[config.mk]
export PLATFORM = sky130hd
export DESIGN_NAME = csg_core
export DESIGN_NICKNAME = d
export VERILOG_FILES = /design/src/design/csg_pkg.sv /design/src/design/csg_addr_gen.sv /design/src/design/csg_core.sv
export VERILOG_INCLUDE_DIRS = /design/src /design/src/design
export SDC_FILE = /design/constraint.sdc
export NUM_CORES = 1
export LEC_CHECK = 0
export ABC_AREA = 1
export BUFFER_PORTS_ARGS = -buffer_cell sky130_fd_sc_hd__buf_2
export CELL_PAD_IN_SITES_DETAIL_PLACEMENT = 1
export CELL_PAD_IN_SITES_GLOBAL_PLACEMENT = 1
export CORE_MARGIN = 2
export CORE_UTILIZATION = 39
export CTS_BUF_LIST = sky130_fd_sc_hd__clkbuf_2 sky130_fd_sc_hd__clkbuf_4 sky130_fd_sc_hd__clkbuf_8
export CTS_CLUSTER_SIZE = 20
export DETAILED_ROUTE_END_ITERATION = 8
export PLACE_DENSITY_LB_ADDON = 0.1
export REMOVE_ABC_BUFFERS = 1
export SYNTH_ARGS = -nofsm -noshare
export SYNTH_HDL_FRONTEND = slang
export SYNTH_SLANG_ARGS = --single-unit
export TNS_END_PERCENT = 100
[constraint.sdc]
create_clock -name clk_sys -period 4.3 [get_ports clk_sys]
set_input_delay 0.43 -clock clk_sys [delete_from_list [all_inputs] [get_ports clk_sys]]
set_output_delay 0.43 -clock clk_sys [all_outputs]
set_load 0.02 [all_outputs]
[src/design/csg_defines.svh]
`ifndef CSG_DEFINES_SVH
`define CSG_DEFINES_SVH
// Opcode field: bits 15:9 must match 0110 010.
`define CSG_OPC_HI 15
`define CSG_OPC_LO 9
`define CSG_OPC_VAL 7'h32
`define CSG_ABIT 8
`define CSG_FILE_HI 7
// Indexed literal offset limit, inclusive.
`define CSG_IDX_LIMIT 8'h5F
// Access bank: low half maps to bank 0, the rest to the top bank.
`define CSG_ACC_SPLIT 8'h80
`define CSG_ACC_HI_BANK 4'hF
// Q phases per instruction cycle.
`define CSG_Q_PHASES 4
`endif

[src/design/csg_pkg.sv]
package csg_pkg;
  typedef struct packed {
    logic [11:0] addr;
    logic indexed;
  } csg_mem_req_t;
  typedef struct packed {
    logic [7:0] fdata;
    logic [7:0] wdata;
  } csg_operands_t;
endpackage : csg_pkg

[src/design/csg_addr_gen.sv]
`include "csg_defines.svh"
module csg_addr_gen
  import csg_pkg::*;
(
  // Operand fields
  input wire logic [7:0] file_addr,
  input wire logic access_bit,
  // Core context
  input wire logic [3:0] bank_select_register,
  input wire logic ext_set_en,
  input wire logic [11:0] index_base,
  // Resolved address
  output csg_mem_req_t req
);
  wire logic use_idx;
  wire logic [11:0] idx_addr;
  wire logic [11:0] acc_addr;
  wire logic [11:0] bank_addr;
  assign use_idx = !access_bit && ext_set_en && (file_addr <= `CSG_IDX_LIMIT); // [RQ5]
  assign idx_addr = 12'(index_base + {4'h0, file_addr});
  assign acc_addr = (file_addr < `CSG_ACC_SPLIT) ? {4'h0, file_addr}
                                                : {`CSG_ACC_HI_BANK, file_addr}; // [RQ4]
  assign bank_addr = {bank_select_register, file_addr}; // [RQ4]
  assign req.addr = use_idx ? idx_addr : (access_bit ? bank_addr : acc_addr);
  assign req.indexed = use_idx;
endmodule : csg_addr_gen

[src/design/csg_core.sv]
// Behaviour
// [RQ1] Unsigned subtract memory byte minus working register; skip only if strictly greater.
// [RQ2] Decode opcode 0110 010a; low byte is file address, bit 8 is access bit.
// [RQ3] On success discard fetched instruction and run a no-operation in its place.
// [RQ4] Access bit 0 selects access bank; 1 uses bank select register bank.
// [RQ5] Access bit 0 with extended set uses indexed literal offset for f up to 5Fh.
// [RQ6] One word; one cycle, two with skip, three if skipped instruction is two words.
// [RQ7] Status flags untouched; subtraction result never written back anywhere.
`include "csg_defines.svh"
module csg_core
  import csg_pkg::*;
(
  // Clock and reset
  input wire logic clk_sys,
  input wire logic nrst,
  // Instruction stream, one word per instruction cycle
  input wire logic instr_valid,
  input wire logic [15:0] instr_word,
  input wire logic next_is_two_word,
  // Core context
  input wire logic [7:0] working_register_alias,
  input wire logic [3:0] bank_select_register,
  input wire logic ext_set_en,
  input wire logic [11:0] index_base,
  // Data memory read
  output logic [11:0] mem_addr,
  output logic mem_rd,
  input wire logic [7:0] mem_rdata,
  // Results
  output logic [1:0] q_phase,
  output logic cycle_end,
  output logic is_compare,
  output logic skip_active,
  output logic flush_fetch,
  output logic instr_done,
  output logic status_we,
  output logic result_we
);
  typedef enum logic [1:0] {ST_IDLE, ST_EXEC, ST_SKIP1, ST_SKIP2} csg_state_t;

  csg_state_t state_r, state_nxt;
  logic [1:0] q_r;
  logic [11:0] addr_r;
  logic rd_r, done_r, flush_r, cmp_r, skip_r;
  logic two_word_r;
  // Output flops; every port of the block leaves straight from a register.
  logic cycle_end_r, status_we_r, result_we_r;
  csg_mem_req_t req;
  csg_operands_t ops;

  function automatic logic f_greater(input logic [7:0] f, input logic [7:0] w);
    logic [8:0] diff;
    diff = {1'b0, f} - {1'b0, w};
    // No borrow and non-zero difference means f is strictly greater.
    return !diff[8] && (diff[7:0] != 8'h00); // [RQ1]
  endfunction : f_greater

  wire logic q_last = (q_r == 2'(`CSG_Q_PHASES - 1));
  wire logic q_first = (q_r == 2'h0);
  wire logic opc_hit = instr_valid &&
      (instr_word[`CSG_OPC_HI:`CSG_OPC_LO] == `CSG_OPC_VAL); // [RQ2]
  wire logic [7:0] file_addr = instr_word[`CSG_FILE_HI:0]; // [RQ2]
  wire logic access_bit = instr_word[`CSG_ABIT]; // [RQ2]
  assign ops.fdata = mem_rdata;
  assign ops.wdata = working_register_alias;
  wire logic greater = f_greater(ops.fdata, ops.wdata);
  // A word is taken only in Q1 of a free cycle; words offered while busy are dropped.
  wire logic decode_take = (state_r == ST_IDLE) && q_first && opc_hit; // [RQ2]
  wire logic process_phase = (state_r == ST_EXEC) && (q_r == 2'h2); // [RQ1]

  // The two-bit phase counter wraps by itself, so exactly four phases are served.
  if (`CSG_Q_PHASES != 4) begin : g_phase_check
    $error("csg_core serves exactly four phases per instruction cycle");
  end

  csg_addr_gen u_addr (
    .file_addr(file_addr),
    .access_bit(access_bit),
    .bank_select_register(bank_select_register),
    .ext_set_en(ext_set_en),
    .index_base(index_base),
    .req(req)
  );

  // Q1 decodes; Q2 reads; Q3 compares; Q4 retires or starts the skip.
  always_comb begin
    state_nxt = state_r;
    case (state_r)
      ST_IDLE: begin
        if (q_first && opc_hit) begin
          state_nxt = ST_EXEC;
        end
      end
      ST_EXEC: begin
        if (q_last) begin
          state_nxt = skip_r ? ST_SKIP1 : ST_IDLE; // [RQ6]
        end
      end
      ST_SKIP1: begin
        if (q_last) begin
          state_nxt = two_word_r ? ST_SKIP2 : ST_IDLE; // [RQ6]
        end
      end
      ST_SKIP2: begin
        if (q_last) begin
          state_nxt = ST_IDLE;
        end
      end
      default: state_nxt = ST_IDLE;
    endcase
  end

  // State moves only on the Q4 edge of each cycle, apart from the decode in Q1.
  always_ff @(posedge clk_sys or negedge nrst) begin
    if (!nrst) begin
      state_r <= ST_IDLE;
    end else begin
      state_r <= state_nxt;
    end
  end

  // The phase counter never stops, so decode lines up with Q1 for any instruction.
  always_ff @(posedge clk_sys or negedge nrst) begin
    if (!nrst) begin
      q_r <= 2'h0;
    end else begin
      q_r <= 2'(q_r + 2'h1);
    end
  end

  // Registered so that the phase strobe leaves the block free of decode glitches.
  always_ff @(posedge clk_sys or negedge nrst) begin
    if (!nrst) begin
      cycle_end_r <= 1'b1;
    end else begin
      cycle_end_r <= q_last;
    end
  end

  // Address is latched at decode so a changing instruction bus cannot move it.
  always_ff @(posedge clk_sys or negedge nrst) begin
    if (!nrst) begin
      addr_r <= 12'h000;
    end else if (decode_take) begin
      addr_r <= req.addr; // [RQ4] [RQ5]
    end
  end

  // The read strobe is set on the decode edge so that it stands through Q2 only.
  always_ff @(posedge clk_sys or negedge nrst) begin
    if (!nrst) begin
      rd_r <= 1'b0;
    end else begin
      rd_r <= decode_take; // [RQ2]
    end
  end

  // Compare flag mirrors the execute state for the three phases after decode.
  always_ff @(posedge clk_sys or negedge nrst) begin
    if (!nrst) begin
      cmp_r <= 1'b0;
    end else begin
      cmp_r <= state_nxt == ST_EXEC;
    end
  end

  // The skip decision only; the difference is discarded and no flag moves.
  always_ff @(posedge clk_sys or negedge nrst) begin
    if (!nrst) begin
      skip_r <= 1'b0;
    end else if (process_phase) begin
      skip_r <= greater; // [RQ1] [RQ7]
    end else if (state_r == ST_IDLE) begin
      skip_r <= 1'b0;
    end
  end

  // Sampled with the operands, as the length of the following word is known by Q3.
  always_ff @(posedge clk_sys or negedge nrst) begin
    if (!nrst) begin
      two_word_r <= 1'b0;
    end else if (process_phase) begin
      two_word_r <= next_is_two_word; // [RQ6]
    end
  end

  always_ff @(posedge clk_sys or negedge nrst) begin
    if (!nrst) begin
      flush_r <= 1'b0;
    end else begin
      flush_r <= (state_nxt == ST_SKIP1) || (state_nxt == ST_SKIP2); // [RQ3]
    end
  end

  // Retirement is flagged for one clock in the Q1 that follows the last cycle.
  always_ff @(posedge clk_sys or negedge nrst) begin
    if (!nrst) begin
      done_r <= 1'b0;
    end else begin
      done_r <= (state_r != ST_IDLE) && (state_nxt == ST_IDLE); // [RQ6]
    end
  end

  // The compare owns no write port; these strobes stay low so that no flag or file moves.
  always_ff @(posedge clk_sys or negedge nrst) begin
    if (!nrst) begin
      status_we_r <= 1'b0;
      result_we_r <= 1'b0;
    end else begin
      status_we_r <= 1'b0; // [RQ7]
      result_we_r <= 1'b0; // [RQ7]
    end
  end

  assign mem_addr = addr_r;
  assign mem_rd = rd_r;
  assign q_phase = q_r;
  assign cycle_end = cycle_end_r;
  assign is_compare = cmp_r;
  assign skip_active = flush_r;
  assign flush_fetch = flush_r; // [RQ3]
  assign instr_done = done_r;
  assign status_we = status_we_r; // [RQ7]
  assign result_we = result_we_r; // [RQ7]
endmodule : csg_core

Yosys cells after proc, flatten, opt, wreduce, memory -nomap -nowiden

Cells that the tools add are included.

Flip-flop bits (word level): 23
Output and inout bits: 22

Add/subtract/negate cells: 3
$lt $le $gt $ge: 2
Equal/unequal tests: 9
Multiplexer cells: 12
Reduce and logical (&&, ||, !) cells: 18

Operators by type and width:

| cell                                                                   | count |
|---|---|
| 12-bit 2-to-1 mux                                                      | 3 |
| 12-bit by 8-bit adder with 12-bit output                               | 1 |
| 2-bit equality test (second input constant)                            | 6 |
| 2-bit 2-to-1 mux                                                       | 6 |
| 1-bit logical AND                                                      | 9 |
| 8-bit by 8-bit subtractor with 9-bit output                            | 1 |
| 8-bit by 7-bit <= comparator with 1-bit output (second input constant) | 1 |
| 8-bit < comparator (second input constant)                             | 1 |
| 2-bit one-hot mux with 4 select lines                                  | 1 |
| 8-bit nonzero test                                                     | 1 |
| 7-bit by 6-bit equality test with 1-bit output (second input constant) | 1 |
| 2-bit zero test                                                        | 3 |
| 2-bit by 1-bit equality test with 1-bit output (second input constant) | 2 |
| 2-bit nonzero test                                                     | 2 |
| 2-bit by 1-bit adder with 2-bit output (second input constant)         | 1 |
| 1-bit zero test                                                        | 2 |
| 1-bit 2-to-1 mux                                                       | 2 |
| 1-bit logical OR                                                       | 1 |

Logic depth before layout (Yosys ltp)

Word-level depth: 7
Mapped depth: 13
Gate-level depth less buffers: 13

By module

Synthesis repeated with hierarchy kept, for this count alone.

Cell total of the unflattened synthesis: 335
Area total of the unflattened synthesis: 2194.6 sq um

Modules (own cells, without submodules):

| module       | times used | cells each | area each (sq um) |
|---|---|---|---|
| csg_core     | 1          | 191        | 1432.6 |
| csg_addr_gen | 1          | 144        | 762.0 |

Worst setup path before layout

No wires, ideal clock.

Path type: input port to flip-flop
From: in mem_rdata[0]
To: reg skip_r
Arrival: 1.672 ns
Setup slack: 2.512 ns
Cell stages on the path: 10
Buffers on the path: 0
Path through: inv_1 > ha_1 > fa_1 > nand2_1 > nor3b_1 > nand3_1 > nor2_1 > nand3_1 > nand2_1 > nand2_1

Cells in the longest elaborated chain, start to end: 4
Elaborated cells on any way between the ends: 5
Those cells by class: add/sub (1); mux (1); reduce/logical (3)

RTL lines:

| what                                                  | line            | source |
|---|---|---|
| start: declaration                                    | csg_core.sv:28  | `input wire logic [7:0] mem_rdata,` |
| 8-bit by 8-bit subtractor with 9-bit output (*)       | csg_core.sv:53  | `diff = {1'b0, f} - {1'b0, w};` |
| 8-bit nonzero test or 1-bit zero test (tied branches) | csg_core.sv:55  | `return !diff[8] && (diff[7:0] != 8'h00);` |
| 1-bit logical AND (*)                                 | csg_core.sv:55  |  |
| 1-bit 2-to-1 mux (*)                                  | csg_core.sv:171 | `end else if (process_phase) begin` |
| end signal: assignment                                | csg_core.sv:172 | `skip_r <= greater;` |
| end: declaration                                      | csg_core.sv:44  | `logic rd_r, done_r, flush_r, cmp_r, skip_r;` |

Every way passes the cells marked *; elsewhere a longest branch is shown, timed or not.
A chain may end at the register's enable or synchronous reset.

Worst setup path after layout

From: reg q_r[0] (netlist: q_phase[0])
To: reg addr_r[10] (netlist: mem_addr[10])

Cells in the longest elaborated chain, start to end: 3

RTL lines:

| what                           | line            | source |
|---|---|---|
| start: declaration             | csg_core.sv:42  | `logic [1:0] q_r;` |
| start signal: assignment       | csg_core.sv:127 | `q_r <= 2'(q_r + 2'h1);` |
| 2-bit zero test                | csg_core.sv:59  | `wire logic q_first = (q_r == 2'h0);` |
| 1-bit logical AND (2 in a row) | csg_core.sv:68  | `wire logic decode_take = (state_r == ST_IDLE) && q_first && opc_hit;` |
| end signal: assignment         | csg_core.sv:145 | `addr_r <= req.addr;` |
| end: declaration               | csg_core.sv:43  | `logic [11:0] addr_r;` |

No other way between the ends.

==> impl_metrics.sql <==
INSERT INTO impl_metrics (metric_group, metric, value, unit) VALUES
('floorplan', 'initial_core_util', '0.407', ''),
('power', 'ir_drop', '0.141', 'mV'),
('clock_tree', 'tritoncts', 'done', ''),
('synthesis', 'synth_top_cell_by_area', 'dfrtp_1', ''),
('timing', 'hold_viol', '0', ''),
('floorplan', 'boundary_pin_count', '75', ''),
('power', 'power_density', '215', 'mW/mm^2'),
('global_route', 'grt_max_degree', '24', ''),
('synthesis', 'ys_ff_latch', '23', ''),
('clock_tree', 'cts_htree_levels', '1', ''),
('worst_setup_path', 'crit_type', 'reg -> reg', ''),
('clock_tree', 'worst_skew_pair.late_latency', '0.27', 'ns'),
('global_route', 'grt_pass1_vias', '2118', ''),
('final_layout', 'layout.nets', '441', ''),
('synthesis', 'post_synth_instance_area', '0.00209', 'sq mm'),
('timing', 'hold_ws', '0.143', 'ns'),
('power', 'power.net_switching', '189', 'uW'),
('drt', 'viasPerCell', '4.97', ''),
('synthesis', 'syn_avg_cell_area', '7.09', 'sq um'),
('floorplan', 'placement_rows', '26', ''),
('drt', 'drt_pre_antenna_iters', '4', ''),
('timing', 'clock_skew', '0.00787', 'ns'),
('clock_tree', 'clock_tree.root_cell', 'clkbuf_8', ''),
('global_route', 'grt-ovfl-total', '0', ''),
('drt', 'drt_drc_violations_left', '0', ''),
('synthesis', 'yosysSeqAreaShare', '0.276', ''),
('timing', 'setup_viol', '0', ''),
('worst_setup_path', 'cp_max_fo', '16', ''),
('drt', 'dr_total_vias', '2165', ''),
('power', 'combPwrFrac', '0.325', ''),
('timing', 'max-slew-margin-rel', '0.625', ''),
('final_layout', 'synthToLayoutAreaGrowth', '21.7', '%'),
('worst_setup_path', 'timing.critical_path.to_type', 'register', ''),
('final_layout', 'layout.core_utilization', '0.495', ''),
('synthesis', 'synthMostInstantiatedCell', 'nand2_1', ''),
('global_route', 'first_pass_grt_wire_length', '9.63', 'mm'),
('power', 'cellInternalPower', '359', 'uW'),
('clock_tree', 'cts_made_buffers', '3', ''),
('final_layout', 'antenna_diode_count', '0', ''),
('clock_tree', 'tritoncts_num_sinks', '23', ''),
('drt', 'dr.first_iter.drc_count', '47', ''),
('final_layout', 'fin_area', '0.00254', 'sq mm'),
('timing', 'worst_slew_pin_slew', '0.562', 'ns'),
('clock_tree', 'hold_buf_cts', '0', ''),
('floorplan', 'fp.coreArea', '0.00514', 'sq mm'),
('placement', 'dpl_cell_area', '0.00250', 'sq mm'),
('worst_setup_path', 'crit_arrival', '1.92', 'ns'),
('synthesis', 'synth_async_sr_flop_share', '1.00', ''),
('synthesis', 'top_area_cells_in_the_synthesized_netlist', 'dfrtp_1 (26%), nand2_1 (15%), ha_1 (11%)', ''),
('placement', 'place.detailed.hpwl', '4.79', 'mm'),
('worst_setup_path', 'critPathRequiredTime', '4.50', 'ns'),
('drt', 'detail_route.wl_per_cell', '12.9', 'microns'),
('clock_tree', 'clk_pin_slew_worst_paths', '0.10', 'ns'),
('timing', 'timing.final.crit_share', '0.401', ''),
('timing', 'layout_min_cycle_time', '1.72', 'ns'),
('placement', 'place_congestion', '0.827', ''),
('floorplan', 'die_outline_area', '0.00596', 'sq mm'),
('synthesis', 'ys_top_cells_by_count', 'nand2_1 (82), inv_1 (44), nand3_1 (27), dfrtp_1 (22), ha_1 (19)', ''),
('power', 'leakage', '1.52', 'nW'),
('final_layout', 'fillers', '728', ''),
('synthesis', 'yosys_warnings', '0', ''),
('outcome', 'status', 'finished clean', ''),
('global_route', 'grtUsageTotal', '0.198', ''),
('timing', 'setup-tns-final', '0', 'ns'),
('timing', 'achievable-frequency', '0.580', 'GHz'),
('clock_tree', 'ctsLongestPathBuffers', '2', ''),
('hold_path', 'hp-class', 'in -> async', ''),
('final_layout', 'drive_above_1_share', '0.246', ''),
('clock_tree', 'post_cts_resized', '0', ''),
('global_route', 'antenna_found_initial', '0', ''),
('drt', 'total_routed_length', '5.64', 'mm');
-- stage by stage --
step / instances / setup WS, ns / total power, mW
3_3_place_gp: 432 / 2.31 / 0.404
2_1_floorplan: 290 / 2.51 / 0.345
5_1_grt: 436 / 2.41 / 0.585
6_report: 436 / 2.58 / 0.547
4_1_cts: 436 / 2.54 / 0.550
3_5_place_dp: 432 / 2.26 / 0.409
-- flip-flops by register name (all words and copies together) (netlist names) --
register     count
cycle_end        1
flush_fetch      1
instr_done       1
is_compare       1
mem_addr        12
mem_rd           1
q_phase          2
skip_r           1
state_r          2
two_word_r       1
-- per-layer routing --
metal / wire length [microns] / up-vias / track usage
li1: - / 1101 / -
met1: 2410 / 1028 / 0.234
met2: 3080 / 32 / 0.384
met3: 108 / 4 / 0.0176
met4: 42 / 0 / 0.0375
met5: 0 / - / 0
-- cells in the final DEF (no fill, tap or decap), drive strengths merged --
cell,instances
nand3,29
fa,2
a2bb2oi,7
nor2,19
conb,2
nand3b,3
dfrtp,22
or2,5
clkbuf,3
inv,49
a21oi,16
o21a,1
dfstp,1
a21o,1
nand4,10
a21boi,4
a211oi,3
buf,72
nor3b,2
o211ai,2
nand2,83
xnor2,1
xor2,3
clkinv,2
ha,19
o21bai,1
a31oi,1
mux2,1
nor3,2
-- power groups by stage --
stage	clock network (mW)	logic, mW	registers, mW
final	0.144	0.178	0.225
after CTS	0.144	0.181	0.225
after global placement	0	0.175	0.229
after detailed placement	0	0.180	0.229
after floorplan	0	0.111	0.234
after global routing	0.155	0.204	0.226
-- worst max-delay path: stages, from the launching register on --
cell and delay (ns):
dfrtp_1 0.41, inv_1 0.10, ha_1 0.15, nand2_1 0.05, nor2_1 0.16, nand3_4 0.22
inv_2 0.26, or2_1 0.14, a21boi_1 0.16
-- final timing paths --
| path | cells after the start | startpoint | slack, ns | end |
|---|---|---|---|---|
| worst max-delay path | 8 | q_phase[0] | 2.58 | mem_addr[10] |
| worst min-delay path | 1 | nrst | 0.14 | two_word_r |
| worst max register to register | 8 | q_phase[0] | 2.58 | mem_addr[10] |
| worst min register to register | 2 | mem_addr[11] | 0.50 | mem_addr[11] |
| max in group asynchronous | 1 | nrst | 3.78 | flush_fetch |
| min in group clk_sys | 2 | next_is_two_word | 0.38 | two_word_r |
-- logic make-up (layout without fill, tap and decap cells) --
family,after synthesis,after routing,share of synthesized area
flip-flops,23,23,0.276
buffers and inverters,56,126,0.111
adder cells (fa/ha/maj),21,21,0.133
AO/OA/AOI/OAI,36,36,0.114
AND/OR/NAND/NOR,153,153,0.343
multiplexers,1,1,0.00539
XOR/XNOR,4,4,0.0168
other,1,2,0.00179
-- final cells by class --
type                       count  area, sq um  share of cell area
clock buffer                   3         41.3              0.0162
sequential                    23          577               0.227
multi-input combinational    217         1290               0.505
timing repair buffer          72          360               0.142
tap                           70         87.6              0.0344
clock inverter                 1         5.00             0.00197
inverter                      50          188              0.0737
Note: power is estimated with default switching activity, not from simulation.
